### src/hw/lrcd_pkg.sv
// Shared constants and types of the logic, rotate and control decoder
package lrcd_pkg;

	// ==================================================================
	// Register operand field codes
	localparam logic [2:0] REG_B = 3'h0;
	localparam logic [2:0] REG_C = 3'h1;
	localparam logic [2:0] REG_D = 3'h2;
	localparam logic [2:0] REG_E = 3'h3;
	localparam logic [2:0] REG_H = 3'h4;
	localparam logic [2:0] REG_L = 3'h5;
	localparam logic [2:0] REG_MEM = 3'h6;
	localparam logic [2:0] REG_ACC = 3'h7;

	// ==================================================================
	// Opcode fields and fixed codes
	localparam int SRC_LSB = 0;
	localparam int DST_LSB = 3;
	localparam int FN_LSB = 3;
	localparam logic [1:0] GRP_LOGIC_REG = 2'h2;
	localparam logic [2:0] GRP_LOGIC_IMM = 3'h7;
	localparam logic [2:0] LOGIC_TAG = 3'h5;
	localparam logic [2:0] ROT_LOW = 3'h7;
	localparam logic [7:0] OPC_INV_ACC = 8'h2F;
	localparam logic [7:0] OPC_SET_CARRY = 8'h37;
	localparam logic [7:0] OPC_INV_CARRY = 8'h3F;
	localparam logic [7:0] OPC_DEC_ADJ = 8'h27;
	localparam logic [7:0] OPC_NOP = 8'h00;
	localparam logic [7:0] OPC_ALLOW_INT = 8'hFB;
	localparam logic [7:0] OPC_BLOCK_INT = 8'hF3;
	localparam logic [7:0] OPC_READ_MASK = 8'h20;
	localparam logic [7:0] OPC_WRITE_MASK = 8'h30;
	localparam logic [7:0] OPC_HALT = 8'h76;

	// Logic function select (bits 4..3)
	localparam logic [1:0] FN_AND = 2'h0;
	localparam logic [1:0] FN_XOR = 2'h1;
	localparam logic [1:0] FN_OR = 2'h2;
	localparam logic [1:0] FN_CMP = 2'h3;
	// Rotate select (bits 4..3)
	localparam logic [1:0] ROT_LEFT_CIRC = 2'h0;
	localparam logic [1:0] ROT_RIGHT_CIRC = 2'h1;
	localparam logic [1:0] ROT_LEFT_CARRY = 2'h2;
	localparam logic [1:0] ROT_RIGHT_CARRY = 2'h3;

	// ==================================================================
	// Cycle counts per instruction
	localparam logic [2:0] CYC_SHORT = 3'h4;
	localparam logic [2:0] CYC_OPERAND = 3'h7;
	localparam logic [2:0] CYC_HALT = 3'h5;
	// Count value in the state just before the second machine cycle's address state
	localparam logic [2:0] CNT_ADDR = 3'h3;

	// ==================================================================
	// Flag positions and reset values
	localparam int FLG_SIGN = 7;
	localparam int FLG_ZERO = 6;
	localparam int FLG_HALF = 4;
	localparam int FLG_PAR = 2;
	localparam int FLG_CARRY = 0;
	localparam logic [7:0] FLAGS_RST = 8'h00;
	localparam logic [7:0] ACC_RST = 8'h00;
	localparam logic [2:0] MASK_RST = 3'h7;

	// Write-mask operand bits
	localparam int SM_SOD_VAL = 7;
	localparam int SM_SOD_EN = 6;
	localparam int SM_MASK_EN = 3;

	// Interrupt vector codes on acceptance
	localparam logic [2:0] VEC_TRAP = 3'h4;
	localparam logic [2:0] VEC_R75 = 3'h3;
	localparam logic [2:0] VEC_R65 = 3'h2;
	localparam logic [2:0] VEC_R55 = 3'h1;
	localparam logic [2:0] VEC_GEN = 3'h0;

	// ==================================================================
	typedef enum logic [11:0] {
		CLS_OTHER = 12'h001,
		CLS_LOGIC_REG = 12'h002,
		CLS_LOGIC_MEM = 12'h004,
		CLS_LOGIC_IMM = 12'h008,
		CLS_ROTATE = 12'h010,
		CLS_SPECIAL = 12'h020,
		CLS_ALLOW_INT = 12'h040,
		CLS_BLOCK_INT = 12'h080,
		CLS_READ_MASK = 12'h100,
		CLS_WRITE_MASK = 12'h200,
		CLS_HALT = 12'h400,
		CLS_NOP = 12'h800
	} lrcd_class_e;

	typedef enum logic [3:0] {
		ST_IDLE = 4'h1,
		ST_EXEC = 4'h2,
		ST_HALTED = 4'h4,
		ST_HOLD = 4'h8
	} lrcd_state_e;

endpackage : lrcd_pkg
### src/hw/lrcd_dec_if.sv
// Opcode to decoded fields between the sequencer and the decoder
`timescale 1ns/1ps
`default_nettype none
interface lrcd_dec_if;
	import lrcd_pkg::*;
	logic [7:0] opcode;
	lrcd_class_e cls;
	logic [1:0] fn;
	logic [2:0] src;
	logic [2:0] dst;
	logic [2:0] cycles;
	modport seq (output opcode, input cls, fn, src, dst, cycles);
	modport dec (input opcode, output cls, fn, src, dst, cycles);
endinterface : lrcd_dec_if
`default_nettype wire

### src/hw/lrcd_core.sv
// Sequencer and datapath for the logic, rotate, special and control groups
`timescale 1ns/1ps
`default_nettype none
module lrcd_core
	import lrcd_pkg::*;
#(
	parameter int DATA_W = 8
) (
	// Clock and reset
	input wire logic clk_i,
	input wire logic sys_rst_i,
	// Instruction and operands
	input wire logic opc_valid_i,
	input wire logic [7:0] opc_i,
	input wire logic [7:0] src_reg_i,
	input wire logic [15:0] hl_i,
	input wire logic [15:0] pc_i,
	input wire logic [7:0] ad_in_i,
	// Interrupts and bus request
	input wire logic trap_i,
	input wire logic [2:0] vec_irq_i,
	input wire logic general_irq_in_i,
	input wire logic serial_in_i,
	input wire logic hold_i,
	// Status
	output logic busy_o,
	output logic done_o,
	output logic [2:0] src_sel_o,
	output logic [7:0] acc_o,
	output logic [7:0] flags_o,
	output logic int_enable_o,
	output logic [2:0] int_mask_o,
	output logic irq_ack_o,
	output logic [2:0] irq_vec_o,
	output logic hold_ack_o,
	output logic power_down_o,
	output logic serial_out_pin_o,
	// Address and data bus
	output logic ale_o,
	output logic rd_n_o,
	output logic [7:0] addr_hi_o,
	output logic [7:0] ad_out_o,
	output logic ad_oe_o
);
	if (DATA_W != 8) begin : g_bad_width
		$error("lrcd_core supports only an 8-bit data path");
	end

	typedef struct packed {
		lrcd_state_e st;
		lrcd_class_e cls;
		logic [1:0] fn;
		logic [2:0] cnt;
		logic [7:0] acc;
		logic [7:0] flags;
		logic ie;
		logic [2:0] mask;
		logic serial_out_pin;
		logic done;
		logic [2:0] src_sel;
		logic irq_ack;
		logic [2:0] irq_vec;
		logic ale;
		logic rd_n;
		logic [7:0] addr_hi;
		logic [7:0] ad_out;
		logic ad_oe;
	} lrcd_core_s;

	lrcd_core_s r;
	lrcd_core_s next_r;
	lrcd_dec_if dif ();
	lrcd_decode u_decode (.d(dif.dec));

	assign dif.opcode = opc_i;

	// ==================================================================
	// Helpers
	function automatic logic [7:0] lrcd_szp(input logic [7:0] res, input logic [7:0] f);
		logic [7:0] o;
		o = f;
		o[FLG_SIGN] = res[7];
		o[FLG_ZERO] = (res == 8'h00);
		o[FLG_PAR] = ~^res;
		return o;
	endfunction : lrcd_szp

	logic take;
	logic irq_hit;
	logic [2:0] irq_code;
	logic [7:0] operand;
	logic [8:0] diff;
	logic [7:0] res;
	logic [7:0] corr;

	always_comb begin
		irq_hit = 1'b1;
		irq_code = VEC_TRAP;
		if (trap_i) begin
			irq_code = VEC_TRAP;
		end else if (r.ie && vec_irq_i[2] && !r.mask[2]) begin
			irq_code = VEC_R75;
		end else if (r.ie && vec_irq_i[1] && !r.mask[1]) begin
			irq_code = VEC_R65;
		end else if (r.ie && vec_irq_i[0] && !r.mask[0]) begin
			irq_code = VEC_R55;
		end else if (r.ie && general_irq_in_i) begin
			irq_code = VEC_GEN;
		end else begin
			irq_hit = 1'b0;
		end
	end

	// ==================================================================
	// Next state
	always_comb begin
		next_r = r;
		next_r.done = 1'b0;
		next_r.irq_ack = 1'b0;
		operand = (r.cls == CLS_LOGIC_REG) ? src_reg_i : ad_in_i;
		diff = {1'b0, r.acc} - {1'b0, operand};
		res = r.acc;
		corr = 8'h00;
		take = 1'b0;
		case (r.st)
			ST_IDLE: begin
				if (irq_hit) begin
					next_r.irq_ack = 1'b1;
					next_r.irq_vec = irq_code;
					next_r.ie = 1'b0;
				end else if (hold_i) begin
					next_r.st = ST_HOLD;
				end else if (opc_valid_i) begin
					take = 1'b1;
					next_r.st = ST_EXEC;
					next_r.cls = dif.cls;
					next_r.fn = dif.fn;
					next_r.src_sel = dif.src;
					next_r.cnt = dif.cycles - 3'h2;
				end
			end
			ST_EXEC: begin
				if (r.cnt == CNT_ADDR && (r.cls == CLS_LOGIC_MEM || r.cls == CLS_LOGIC_IMM)) begin
					next_r.ale = 1'b1;
					next_r.ad_oe = 1'b1;
					{next_r.addr_hi, next_r.ad_out} = (r.cls == CLS_LOGIC_MEM) ? hl_i : pc_i;
				end else begin
					next_r.ale = 1'b0;
					next_r.ad_oe = 1'b0;
				end
				// Read strobe spans the two data states of the operand cycle
				next_r.rd_n = !((r.cnt == 3'h2 || r.cnt == 3'h1)
					&& (r.cls == CLS_LOGIC_MEM || r.cls == CLS_LOGIC_IMM));
				if (r.cnt != 3'h0) begin
					next_r.cnt = r.cnt - 3'h1;
				end else begin
					next_r.done = 1'b1;
					next_r.st = ST_IDLE;
					case (r.cls)
						CLS_LOGIC_REG, CLS_LOGIC_MEM, CLS_LOGIC_IMM: begin
							case (r.fn)
								FN_AND: res = r.acc & operand;
								FN_XOR: res = r.acc ^ operand;
								FN_OR: res = r.acc | operand;
								default: res = diff[7:0];
							endcase
							next_r.flags = lrcd_szp(res, r.flags);
							next_r.flags[FLG_CARRY] = 1'b0;
							next_r.flags[FLG_HALF] = (r.fn == FN_AND) && (r.acc[3] | operand[3]);
							if (r.fn == FN_CMP) begin
								// Result only feeds the flags
								next_r.flags[FLG_CARRY] = diff[8];
								next_r.flags[FLG_HALF] = (r.acc[3:0] < operand[3:0]);
							end else begin
								next_r.acc = res;
							end
						end
						CLS_ROTATE: begin
							case (r.fn)
								ROT_LEFT_CIRC: begin
									next_r.acc = {r.acc[6:0], r.acc[7]};
									next_r.flags[FLG_CARRY] = r.acc[7];
								end
								ROT_RIGHT_CIRC: begin
									next_r.acc = {r.acc[0], r.acc[7:1]};
									next_r.flags[FLG_CARRY] = r.acc[0];
								end
								ROT_LEFT_CARRY: begin
									next_r.acc = {r.acc[6:0], r.flags[FLG_CARRY]};
									next_r.flags[FLG_CARRY] = r.acc[7];
								end
								default: begin
									next_r.acc = {r.flags[FLG_CARRY], r.acc[7:1]};
									next_r.flags[FLG_CARRY] = r.acc[0];
								end
							endcase
						end
						CLS_SPECIAL: begin
							case (r.fn)
								2'h1: next_r.acc = ~r.acc;
								2'h2: next_r.flags[FLG_CARRY] = 1'b1;
								2'h3: next_r.flags[FLG_CARRY] = ~r.flags[FLG_CARRY];
								default: begin
									if (r.acc[3:0] > 4'h9 || r.flags[FLG_HALF]) begin
										corr[3:0] = 4'h6;
									end
									if (r.acc > 8'h99 || r.flags[FLG_CARRY]) begin
										corr[7:4] = 4'h6;
										next_r.flags[FLG_CARRY] = 1'b1;
									end
									res = r.acc + corr;
									next_r.acc = res;
									next_r.flags = lrcd_szp(res, next_r.flags);
									next_r.flags[FLG_HALF] = (r.acc[3:0] > 4'h9);
								end
							endcase
						end
						CLS_ALLOW_INT: next_r.ie = 1'b1;
						CLS_BLOCK_INT: next_r.ie = 1'b0;
						CLS_READ_MASK: next_r.acc = {serial_in_i, vec_irq_i, r.ie, r.mask};
						CLS_WRITE_MASK: begin
							if (r.acc[SM_MASK_EN]) begin
								next_r.mask = r.acc[2:0];
							end
							if (r.acc[SM_SOD_EN]) begin
								next_r.serial_out_pin = r.acc[SM_SOD_VAL];
							end
						end
						CLS_HALT: next_r.st = ST_HALTED;
						default: next_r.acc = r.acc;
					endcase
				end
			end
			ST_HALTED: begin
				// Power-down ends only by an accepted interrupt or by reset
				if (irq_hit) begin
					next_r.st = ST_IDLE;
					next_r.irq_ack = 1'b1;
					next_r.irq_vec = irq_code;
					next_r.ie = 1'b0;
				end
			end
			ST_HOLD: begin
				if (!hold_i) begin
					next_r.st = ST_IDLE;
				end
			end
			default: next_r.st = ST_IDLE;
		endcase
	end

	always_ff @(posedge clk_i) begin
		if (sys_rst_i) begin
			r <= '0;
			r.st <= ST_IDLE;
			r.cls <= CLS_NOP;
			r.acc <= ACC_RST;
			r.flags <= FLAGS_RST;
			r.mask <= MASK_RST;
			r.rd_n <= 1'b1;
			r.serial_out_pin <= 1'b0;
		end else begin
			r <= next_r;
		end
	end

	assign busy_o = (r.st == ST_EXEC);
	assign done_o = r.done;
	assign src_sel_o = r.src_sel;
	assign acc_o = r.acc;
	assign flags_o = r.flags;
	assign int_enable_o = r.ie;
	assign int_mask_o = r.mask;
	assign irq_ack_o = r.irq_ack;
	assign irq_vec_o = r.irq_vec;
	assign hold_ack_o = (r.st == ST_HOLD);
	assign power_down_o = (r.st == ST_HOLD) || (r.st == ST_HALTED);
	assign serial_out_pin_o = r.serial_out_pin;
	assign ale_o = r.ale;
	assign rd_n_o = r.rd_n;
	assign addr_hi_o = r.addr_hi;
	assign ad_out_o = r.ad_out;
	assign ad_oe_o = r.ad_oe;
endmodule : lrcd_core
`default_nettype wire

### src/hw/lrcd_decode.sv
// Combinational opcode decoder for the logic, rotate, special and control groups
`timescale 1ns/1ps
`default_nettype none
module lrcd_decode
	import lrcd_pkg::*;
(
	// Opcode in, fields out
	lrcd_dec_if.dec d
);
	logic [7:0] op;

	always_comb begin
		op = d.opcode;
		d.src = op[SRC_LSB +: 3];
		d.dst = op[DST_LSB +: 3];
		d.fn = op[FN_LSB +: 2];
		d.cls = CLS_OTHER;
		d.cycles = CYC_SHORT;
		if (op[7:6] == GRP_LOGIC_REG && op[5:3 + 2] == LOGIC_TAG[2]) begin
			if (op[5] && op[2:0] == REG_MEM) begin
				d.cls = CLS_LOGIC_MEM;
				d.cycles = CYC_OPERAND;
			end else if (op[5]) begin
				d.cls = CLS_LOGIC_REG;
			end
		end else if (op[7:5] == GRP_LOGIC_IMM && op[2:0] == REG_MEM) begin
			d.cls = CLS_LOGIC_IMM;
			d.cycles = CYC_OPERAND;
		end else if (op[7:5] == 3'h0 && op[2:0] == ROT_LOW) begin
			d.cls = CLS_ROTATE;
		end else if (op == OPC_INV_ACC || op == OPC_SET_CARRY || op == OPC_INV_CARRY
				|| op == OPC_DEC_ADJ) begin
			d.cls = CLS_SPECIAL;
		end else if (op == OPC_ALLOW_INT) begin
			d.cls = CLS_ALLOW_INT;
		end else if (op == OPC_BLOCK_INT) begin
			d.cls = CLS_BLOCK_INT;
		end else if (op == OPC_READ_MASK) begin
			d.cls = CLS_READ_MASK;
		end else if (op == OPC_WRITE_MASK) begin
			d.cls = CLS_WRITE_MASK;
		end else if (op == OPC_NOP) begin
			d.cls = CLS_NOP;
		end else if (op == OPC_HALT) begin
			d.cls = CLS_HALT;
			d.cycles = CYC_HALT;
		end
	end

endmodule : lrcd_decode
`default_nettype wire

### config.mk
export PLATFORM = sky130hd
export DESIGN_NAME = lrcd_core
export DESIGN_NICKNAME = d
export VERILOG_FILES = /design/src/hw/lrcd_pkg.sv /design/src/hw/lrcd_dec_if.sv /design/src/hw/lrcd_core.sv /design/src/hw/lrcd_decode.sv
export SDC_FILE = /design/constraint.sdc
export NUM_CORES = 1
export LEC_CHECK = 0
export ABC_AREA = 1
export BUFFER_PORTS_ARGS = -buffer_cell sky130_fd_sc_hd__clkbuf_2
export CORE_MARGIN = 4
export CORE_UTILIZATION = 40
export DETAILED_ROUTE_END_ITERATION = 6
export HOLD_SLACK_MARGIN = 0.12
export SYNTH_ARGS = -nofsm -noshare
export SYNTH_HDL_FRONTEND = slang
export SYNTH_SLANG_ARGS = --single-unit
### constraint.sdc
create_clock -name clk_i -period 5.3 [get_ports clk_i]
set_input_delay 1.06 -clock clk_i [delete_from_list [all_inputs] [get_ports clk_i]]
set_output_delay 1.06 -clock clk_i [all_outputs]
set_load 0.1 [all_outputs]
==> metrics.csv, run 1 <==
metric,value,unit
status,completed,
seq_power_share,34.6,%
overflow,0,
whs_path_depth,2,
fin_crit_sh,66.6,%
grtUsageTotal,20.8,%
rows,41,
antenna_found_initial,0,
crit_start,r[57],
synth_cells,770,
via_per_inst,5.05,
slew_viol_final,0,
synth.distinct_cells,58,
comb_power_share,28.1,%
r2r_slack,1.77,ns
p_total,1.59,mW
reg2reg_from,r[57],
num-fill-cells,1326,
n_antenna_cell,0,
drcViolationCount,0,
internal-power,1.01,mW
worst_setup_path_start_kind,flop,
grt_max_degree,39,
hold_ws,0.461,ns
avgSynthCellArea,6.86,µm²
post_cts_buffers,0,
critPathRequiredTime,5.57,ns
clock_latency,0.34,ns
min_period,3.53,ns
finalHoldViolCount,0,
final_nets,942,
fin_cells,1017,
cts_resized,0,
cts_tree,yes,
critPathCapture,flags_o[2],
drt_wl_total,15200,µm
path_class,reg -> reg,
rsz0062_at_grt,no,
power.density,265,mW/mm²
gp_congestion,0.947,
wl_per_cell,15.0,µm
placed_cells,1001,
power.switching,0.578,mW
ant_nets,0,
detail_route.iter0.violations,368,
setup_viol,0,
clk_pin_slew,0.06,ns
synth-async-reset-ratio,0,%
hold_class,reg -> reg,
seqCellArea,0.00130,mm²
first_pass_iters,5,
cts_made_buffers,9,
die_w,123,µm
clk_path_buf_depth,2,
grt_pass1_wl,24400,µm
cts_hold_buf,0,
synth_area,0.00528,mm²
p_leak,2.75,nW
clock_power_share,37.3,%
seq_area_frac_synth,24.6,%
sw_frac_of_total,36.4,%
initial_core_util,41.4,%
layout-drive-gt1-share,23.1,%
cp-end-kind,flop,
r2r_cells,24,
fin_area,0.00601,mm²
ctsRootBufferMaster,clkbuf_16,
coreArea,0.0128,mm²
multi_input_area,0.00323,mm²
portBuffers,113,
yosysWarnings,0,
worstPathMaxFanout,10,
dpl_cell_area,0.00571,mm²
vias,5137,
fin_skew,0.00904,ns
critPathArrivalTime,3.80,ns
r2r-end,flags_o[2],
io_pins,117,
die_area,0.0151,mm²
clock-sinks,65,
tightest_slew,0.898,ns
cts_max_level,3,
grt_pass1_vias,4809,
synthToLayoutAreaGrowth,13.7,%
slew_headroom,40.1,%
maxCapViolations,0,
die_h,123,µm
fmax,283,MHz
ir_worst_vdd,0.000184,V
tns,0,ns
synth_seq_cells,65,
synth_top_flop_cell,dfxtp_1,
synth-edff-count,0,
dpl.hpwl,11900,µm
-- layout make-up --
class / count / area share [%]
clock buffer: 10 / 3.81
clock inverter: 6 / 1.10
inverter: 100 / 6.33
multi-input combinational: 548 / 53.7
sequential: 65 / 21.7
tap: 172 / 3.58
timing repair buffer: 116 / 9.79
-- critical path, stage by stage (launching register included) --
cell      delay (ns)
dfxtp_1         0.33
nor2_2          0.14
nand2_1         0.18
nor2_8          0.20
nand2_8         0.11
inv_1           0.17
nor2_1          0.06
nor2_1          0.22
inv_1           0.10
ha_1            0.30
o21bai_1        0.16
nand2_2         0.10
nand2_4         0.08
nand2_1         0.05
nand2_1         0.06
nand3_1         0.06
nand2_1         0.06
nand2_1         0.06
nand2_1         0.09
inv_1           0.05
ha_1            0.28
xnor2_1         0.21
xnor2_1         0.14
a21oi_1         0.08
a21oi_1         0.15
-- registers in the layout, summed over array words and instances, names as in the netlist --
| name | cells |
|---|---|
| addr_hi_o | 8 |
| serial_out_pin_o | 1 |
| flags_o | 5 |
| irq_ack_o | 1 |
| r | 21 |
| int_enable_o | 1 |
| acc_o | 8 |
| int_mask_o | 3 |
| ad_oe_o | 1 |
| src_sel_o | 3 |
| ad_out_o | 8 |
| irq_vec_o | 3 |
| done_o | 1 |
| rd_n_o | 1 |
-- kinds of logic after synthesis --
kind of cell	count (synthesis)	synth area share, %
buffers and inverters	159	14.5
adder cells (fa/ha/maj)	36	8.81
other	1	0.0710
XOR/XNOR	13	2.15
flip-flops	65	24.6
AND/OR/NAND/NOR	325	30.7
AO/OA/AOI/OAI	171	19.2
-- layer usage --
metal	GRT usage [%]	wire [µm]	part of all wire (%)
met4	7.98	361	2.4
met2	33.2	7240	48
met5	0	0	0
met3	4.80	1000	6.6
met1	27.3	6630	44
-- cell usage after synthesis (5+ instances only) --
| cell | count | share of area, % |
|---|---|---|
| o21ai_0 | 52 | 4.9 |
| nand2_2 | 10 | 1.2 |
| nor2_2 | 7 | 0.83 |
| clkbuf_1 | 11 | 0.78 |
| nand3_1 | 29 | 2.7 |
| nor2_1 | 95 | 6.7 |
| a21oi_2 | 8 | 1.3 |
| inv_1 | 90 | 6.4 |
| xnor2_1 | 8 | 1.3 |
| nand4_1 | 15 | 1.8 |
| ha_1 | 34 | 8.1 |
| dfxtp_1 | 65 | 25 |
| xor2_1 | 5 | 0.83 |
| inv_2 | 6 | 0.43 |
| a21oi_1 | 66 | 6.3 |
| a211oi_1 | 8 | 1.1 |
| nor2_4 | 5 | 1.1 |
| nand2_4 | 5 | 1.1 |
| o221ai_1 | 6 | 0.99 |
| o21ai_1 | 5 | 0.47 |
| buf_4 | 42 | 6.0 |
| nand2_1 | 115 | 8.2 |
| nor3_1 | 13 | 1.2 |
| o211ai_1 | 7 | 0.99 |
| nor4_1 | 6 | 0.71 |
-- per-stage QoR --
step	util, %	worst slack (ns)
finish	47.0	1.77
detailed placement	44.7	1.78
global route	47.0	1.34
CTS	47.0	1.74
global placement	44.7	1.87
floorplan	-	0.789
-- power by group through the flow --
stage / clock [mW] / combinational [mW] / sequential, mW
floorplan: 0 / 0.326 / 0.589
global placement: 0 / 0.449 / 0.559
detailed placement: 0 / 0.446 / 0.559
CTS: 0.607 / 0.449 / 0.549
global route: 0.631 / 0.493 / 0.554
finish: 0.593 / 0.447 / 0.549
-- layout by cell type, fill, tap and decap left out, types with 3 or more instances in the layout --
cell type and n:
nand4_1 15, a21oi_2 8, nor2_1 95, nand3_1 29, inv_1 90, conb_1 3
o22ai_1 4, ha_1 34, nand2_4 5, nor2_4 5, o221ai_1 6, xor2_1 5
nor4_1 6, clkbuf_16 9, nand3b_1 3, dfxtp_1 65, nand2_1 115, o21ai_0 52
a21oi_1 66, xnor2_1 8, clkbuf_2 113, clkinv_1 3, inv_2 6, nor3_1 13
buf_4 3, nand2_2 10, o21ai_1 5, a211oi_1 8, o211ai_1 7, nand3_4 3
nor2_2 7, nand3_2 4
-- worst min-delay path by stage --
| stage | from | to | slack (ns) |
|---|---|---|---|
| finish | irq_vec_o[2] | irq_vec_o[2] | 0.46 |
| global route | ad_out_o[1] | ad_out_o[1] | 0.48 |
| CTS | irq_vec_o[2] | irq_vec_o[2] | 0.46 |
| detailed placement | irq_vec_o[2] | irq_vec_o[2] | 0.45 |
| global placement | irq_vec_o[1] | irq_vec_o[1] | 0.45 |
| floorplan | irq_vec_o[1] | irq_vec_o[1] | 0.44 |
Note: power is estimated with default switching activity, not from simulation.
==> run 2, diff against run 1 <==
--- a/config.mk
+++ b/config.mk
@@ -5,7 +5,7 @@
 export SDC_FILE = /design/constraint.sdc
 export NUM_CORES = 1
 export LEC_CHECK = 0
-export ABC_AREA = 1
+export ABC_AREA = 0
 export BUFFER_PORTS_ARGS = -buffer_cell sky130_fd_sc_hd__clkbuf_2
 export CORE_MARGIN = 4
 export CORE_UTILIZATION = 40
==> constraint.sdc (replaced) <==
create_clock -name clk_i -period 2.88 [get_ports clk_i]
set_input_delay 0.576 -clock clk_i [delete_from_list [all_inputs] [get_ports clk_i]]
set_output_delay 0.576 -clock clk_i [all_outputs]
set_load 0.1 [all_outputs]
==> run 2 against run 1 <==
The run now ends with negative setup slack left. Critical path depth down 3. Global-route usage up 2.9 points. Wire length up 15%. Count of clock-buffer cells in the layout rose by 2. Combinational power is 9.2% lower. Final area is 19% higher.
==> metrics.csv, run 2 <==
metric,value,unit,change
place_ws,-1.55,ns,-3.34 ns
synth_area,0.00522,mm²,-1.3%
top_register,r,,
dpl_cell_area,0.00642,mm²,+12%
worst-path-buf-inv,2,,-1
sw_frac_of_total,27.9,%,-8.5 points
antenna_found_initial,0,,unchanged
synth-async-reset-ratio,0,%,unchanged
synthToLayoutAreaGrowth,36.9,%,
synth_most_common_cell,nor2_1,,
clock_latency,0.34,ns,about the same
overflow,0,,unchanged
yosys-top-cells-count,"74 x nor2_1, 65 x dfxtp_1, 64 x nand2_1",,
placed_cells,994,,-0.70%
fin_crit_sh,149,%,+82 points
synth_seq_cells,65,,unchanged
synth_top_flop_cell,dfxtp_1,,
worstPathMaxFanout,3,,-7
layout_commonest_cell,buf_4,,
seqCellArea,0.00131,mm²,+0.29%
first_pass_iters,5,,unchanged
synth_top_area_share,24.9,%,+0.32 points
die_area,0.0149,mm²,-1.2%
grtUsageTotal,23.7,%,+2.9 points
r2r_slack,-1.40,ns,-3.17 ns
fin_area,0.00714,mm²,+19%
yosys-top-cells-area,"dfxtp_1 25%, ha_1 8.2%, buf_4 6.0%",,
slew_viol_final,0,,unchanged
avgSynthCellArea,7.66,µm²,+12%
finalHoldViolCount,0,,unchanged
grt_pass1_vias,5420,,+13%
clock-sinks,65,,unchanged
die_w,122,µm,-0.60%
fmax,233,MHz,-18%
slowest_stage,or4_4,,
n_antenna_cell,0,,unchanged
coreArea,0.0127,mm²,-0.80%
tns,-7.72,ns,-7.72 ns
ir_worst_vdd,0.000292,V,+59%
critPathArrivalTime,4.55,ns,+0.75 ns
synth-edff-count,0,,unchanged
wl_per_cell,17.1,µm,+14%
hold_class,reg -> reg,,
min_period,4.28,ns,+0.754 ns
p_total,2.33,mW,+46%
rows,41,,unchanged
synth.distinct_cells,68,,+17%
crit_family,simple AND/OR/NAND/NOR gates,,
gp_congestion,0.982,,+3.7%
mostFrequentLayoutCells,"113 x buf_4, 112 x clkbuf_2, 69 x nor2_1, 63 x nand2_1, 62 x dfxtp_1",,
num-fill-cells,1220,,-8.0%
layout-drive-gt1-share,38.2,%,+15 points
worst_slack,-1.40,ns,-3.17 ns
worst_setup_path_start_kind,flop,,
drt_wl_total,17600,µm,+15%
rsz0062_at_grt,yes,,
drcViolationCount,0,,unchanged
cts_tree,yes,,
critical-path-max-stage-delay,0.55,ns,+0.22 ns
portBuffers,113,,unchanged
hold_ws,0.452,ns,-0.00985 ns
yosysWarnings,0,,unchanged
seq_power_share,39.7,%,+5.1 points
clk_path_buf_depth,2,,unchanged
tightest_slew,0.652,ns,-0.247 ns
synth_cells,681,,-12%
fin_skew,0.00948,ns,+0.000443 ns
violations,negative setup slack,,
crit_chain,or4_4 -> nor4_4 -> buf_4 -> mux2_4 -> inv_4 -> ha_4 -> o21bai_4 -> a21oi_2 -> a221oi_4 -> a221o_1 -> a31oi_4 -> nor3_2 -> or4b_1 -> and3_4 -> ha_4 -> xnor2_2 -> xnor2_1 -> nor2_1 -> a21oi_1 -> nor2_1 -> nor3_1,,
power.density,326,mW/mm²,+23%
path_class,reg -> reg,,
final_nets,953,,+1.2%
p_leak,3.25,nW,+18%
power.switching,0.648,mW,+12%
maxCapViolations,0,,unchanged
vias,5563,,+8.3%
yosysTopAreaCell,dfxtp_1,,
comb_power_share,17.4,%,-11 points
die_h,122,µm,-0.60%
fin_util,56.4,%,+9.3 points
detail_route.iter0.violations,372,,+1.1%
io_pins,117,,unchanged
clk_pin_slew,0.05,ns,about the same
status,finished with violations,,
grt_pass1_wl,27500,µm,+13%
ant_nets,0,,unchanged
internal-power,1.68,mW,+66%
setup_viol,12,,+12
critPathRequiredTime,3.14,ns,-2.43 ns
ctsRootBufferMaster,clkbuf_16,,
via_per_inst,5.42,,+7.2%
slew_headroom,56.6,%,+16 points
fin_cells,1027,,+0.98%
cts_max_level,3,,unchanged
cp-end-kind,flop,,
clock_power_share,42.9,%,+5.6 points
multi_input_area,0.00370,mm²,+15%
grt_max_degree,58,,+49%
seq_area_frac_synth,24.9,%,+0.32 points
initial_core_util,41.2,%,-0.20 points
largest_reg_flops,21,,unchanged
cts_made_buffers,9,,unchanged
cts_hold_buf,0,,unchanged
dpl.hpwl,13400,µm,+12%
==> run 2: changes by cell type after synthesis, moves of 14 or more <==
| cell | change |
|---|---|
| nor2b_1 | +14 |
| nand2_1 | -51 |
| nand3_1 | -18 |
| nor2_1 | -21 |
| mux2i_1 | +27 |
| o21ai_0 | -34 |
| a211oi_1 | +18 |
| inv_1 | -55 |
==> run 2: power groups by stage <==
stage / clock network, mW / registers (mW) / logic [mW]
4_1_cts: 1.02 / 0.922 / 0.385
2_1_floorplan: 0 / 0.945 / 0.229
3_3_place_gp: 0 / 0.940 / 0.363
3_5_place_dp: 0 / 0.941 / 0.368
5_1_grt: 1.07 / 0.923 / 0.440
6_report: 0.998 / 0.922 / 0.406
==> run 2: layer usage <==
metal | vias up | global-route usage [%] | share of wire (%)
met4 | 0 | 10.0 | 2.9
met1 | 2594 | 30.0 | 41
li1 | 2740 | - | -
met3 | 37 | 4.74 | 6.3
met5 | - | 0 | 0
met2 | 192 | 39.2 | 49
==> run 2: area by class of cell <==
class	instances	area share, %
well taps	172	3.01
inverters	35	1.96
multi-input cells	507	51.9
clock buffers	12	3.45
flip-flops and latches	65	18.3
repair buffers	233	21.2
clock inverters	3	0.245
==> run 2: timing repair <==
action / 4_1_cts / 5_1_grt
gates resized for setup: 43 / 34
pin swaps: 10 / 24
setup endpoints to repair: 12 / 17
setup buffers: 13 / 5
==> run 2: worst min-delay path, cell delays in order (launching register included) <==
cell     delay, ns
dfxtp_1       0.31
nand2_1       0.05
a21oi_1       0.05
==> run 2: final timing paths <==
check	start	depth (start not counted)	endpoint
worst min register to register	flags_o[6]	2	flags_o[6]
worst max register to register	r[64]	21	flags_o[2]
worst min-delay path	flags_o[6]	2	flags_o[6]
worst max-delay path	r[64]	21	flags_o[2]
==> run 2: cell families after synthesis <==
| family | count (synthesis) | share of synthesized area [%] |
|---|---|---|
| AOI/OAI and AO/OA | 163 | 20.4 |
| adders and majority gates | 36 | 8.92 |
| DFF | 65 | 24.9 |
| and+or+nand+nor | 251 | 24.2 |
| other | 1 | 0.0719 |
| muxes | 35 | 7.12 |
| buffers and inverters | 111 | 11.2 |
| xor gates and xnor gates | 19 | 3.19 |
==> run 3, diff against run 2 <==
--- a/config.mk
+++ b/config.mk
@@ -8,9 +8,10 @@
 export ABC_AREA = 0
 export BUFFER_PORTS_ARGS = -buffer_cell sky130_fd_sc_hd__clkbuf_2
 export CORE_MARGIN = 4
-export CORE_UTILIZATION = 40
+export CORE_UTILIZATION = 50
 export DETAILED_ROUTE_END_ITERATION = 6
 export HOLD_SLACK_MARGIN = 0.12
+export PLACE_DENSITY = 0.78
 export SYNTH_ARGS = -nofsm -noshare
 export SYNTH_HDL_FRONTEND = slang
 export SYNTH_SLANG_ARGS = --single-unit
==> constraint.sdc (replaced) <==
create_clock -name clk_i -period 2.88 [get_ports clk_i]
set_input_delay 0.576 -clock clk_i [delete_from_list [all_inputs] [get_ports clk_i]]
set_output_delay 0.576 -clock clk_i [all_outputs]
set_load 0.05 [all_outputs]
==> run 3 against run 2 <==
The run still ends with negative setup slack left. Die area is 19% lower. Total power decreased by 9.5%. Sequential share of layout area is 0.64 points higher. Via count increased by 0.50%. Register-to-register slack got worse by 0.03 ns. Clock skew up 0.0080 ns. Worst setup slack got worse by 0.034 ns. Fmax decreased by 0.78%. Critical path type unchanged.
==> metrics.csv, run 3 (synthesis results as in run 2) <==
metric,value,unit,change
status,finished with violations,,
violations,negative setup slack,,
path_class,reg -> reg,,
min_period,4.32,ns,+0.0339 ns
slew_viol_final,0,,unchanged
clock-sinks,65,,unchanged
gp_congestion,0.937,,-4.6%
final_nets,947,,-0.63%
worst_slack,-1.44,ns,-0.0339 ns
die_h,110,µm,-9.9%
critPathArrivalTime,4.60,ns,+0.05 ns
drt_wl_total,16700,µm,-4.9%
synthToLayoutAreaGrowth,32.0,%,
first_pass_iters,5,,unchanged
hold_class,reg -> reg,,
mostFrequentLayoutCells,"113 x clkbuf_2, 109 x buf_4, 72 x nor2_1, 64 x dfxtp_1, 63 x nand2_1",,
finalHoldViolCount,0,,unchanged
top_register,r,,
power.density,306,mW/mm²,-6.1%
clock_latency,0.37,ns,+0.03 ns
maxCapViolations,0,,unchanged
ir_worst_vdd,0.000392,V,+34%
ant_nets,0,,unchanged
grtUsageTotal,27.4,%,+3.7 points
place_ws,-1.56,ns,-0.00832 ns
rows,37,,-9.8%
cts_tree,yes,,
wl_per_cell,17.0,µm,-0.99%
overflow,0,,unchanged
cts_made_buffers,9,,unchanged
initial_core_util,51.0,%,+9.8 points
p_leak,3.17,nW,-2.3%
critPathRequiredTime,3.16,ns,+0.02 ns
portBuffers,113,,unchanged
dpl_cell_area,0.00648,mm²,+0.86%
largest_reg_flops,21,,unchanged
fmax,232,MHz,-0.78%
antenna_found_initial,0,,unchanged
num-fill-cells,844,,-31%
cts_max_level,3,,unchanged
dpl.hpwl,13100,µm,-2.1%
placed_cells,968,,-2.6%
grt_pass1_wl,25800,µm,-6.2%
layout_commonest_cell,clkbuf_2,,
drcViolationCount,0,,unchanged
layout-drive-gt1-share,36.4,%,-1.9 points
grt_max_degree,34,,-41%
setup_viol,12,,unchanged
via_per_inst,5.67,,+4.7%
worst_setup_path_start_kind,flop,,
detail_route.iter0.violations,380,,+2.2%
coreArea,0.0102,mm²,-19%
slew_headroom,54.5,%,-2.0 points
vias,5591,,+0.50%
n_antenna_cell,0,,unchanged
cts_hold_buf,0,,unchanged
ctsRootBufferMaster,clkbuf_8,,
fin_crit_sh,150,%,+1.2 points
fin_area,0.00689,mm²,-3.6%
fin_skew,0.0175,ns,+0.00800 ns
tightest_slew,0.677,ns,+0.0253 ns
io_pins,117,,unchanged
grt_pass1_vias,5347,,-1.3%
worstPathMaxFanout,4,,+1
fin_cells,986,,-4.0%
cp-end-kind,flop,,
die_area,0.0121,mm²,-19%
clk_pin_slew,0.08,ns,+0.03 ns
die_w,110,µm,-9.9%
clk_path_buf_depth,2,,unchanged
rsz0062_at_grt,yes,,
## run 3: cell type report
class                           instances  area (µm²)  area share [%]
Clock buffer                            9         124            1.80
Clock inverter                          7        78.8            1.14
Inverter                               35         138            2.00
Multi-Input combinational cell        507        3600            52.2
Sequential cell                        65        1300            18.9
Tap cell                              136         170            2.47
Timing Repair Buffer                  227        1480            21.4
## run 3: layer usage
| layer | wire length [µm] | part of all wire [%] | up-vias | GRT usage (%) |
|---|---|---|---|---|
| li1 | - | - | 2724 | - |
| met1 | 7080 | 42 | 2580 | 33.9 |
| met2 | 7920 | 47 | 231 | 45.4 |
| met3 | 956 | 5.7 | 56 | 3.90 |
| met4 | 769 | 4.6 | 0 | 15.6 |
| met5 | 0 | 0 | - | 0 |
## run 3: timing repair
item                                    CTS  global route
endpoints found under the setup margin   12            16
resized for setup                        30            15
buffers inserted                          1             1
pin swaps                                 8            17
## run 3: power breakdown
part	switching, mW	internal [mW]	leakage, nW	total, mW
combinational	0.206	0.162	2.55	0.368
clock	0.412	0.407	0.0925	0.818
sequential	0.00993	0.909	0.525	0.919
total	0.627	1.48	3.17	2.11
## run 3: final timing paths
path	from	endpoint	slack [ns]	depth (start not counted)
setup / recovery	r[64]	flags_o[2]	-1.44	21
hold / removal	flags_o[6]	flags_o[6]	0.46	2
setup reg to reg	r[64]	flags_o[2]	-1.44	21
hold reg to reg	flags_o[6]	flags_o[6]	0.46	2
## run 3: worst max-delay path, stage by stage, from the launching register on
cell and delay, ns:
dfxtp_2 0.32, or4_4 0.55, nor4_4 0.15, buf_4 0.18, mux2_4 0.32, inv_4 0.07, ha_4 0.15, o21bai_4 0.09
a21oi_2 0.14, a221oi_2 0.09, a221o_1 0.37, a31oi_2 0.21, nor3_2 0.06, or4b_1 0.46, and3_4 0.19, ha_4 0.24
xnor2_2 0.13, xnor2_1 0.15, nor2_1 0.06, a21oi_1 0.12, nor2_1 0.05, nor3_1 0.13
## run 3: stage by stage
step / TNS (ns) / total power, mW / util, % / hold slack [ns]
after floorplan: -7.01 / 1.15 / - / 0.437
after global placement: -7.71 / 1.28 / 63.3 / 0.447
after detailed placement: -8.41 / 1.29 / 63.3 / 0.452
after CTS: -6.18 / 2.11 / 66.5 / 0.464
after global routing: -8.56 / 2.19 / 67.3 / 0.495
final: -6.33 / 2.11 / 67.3 / 0.456
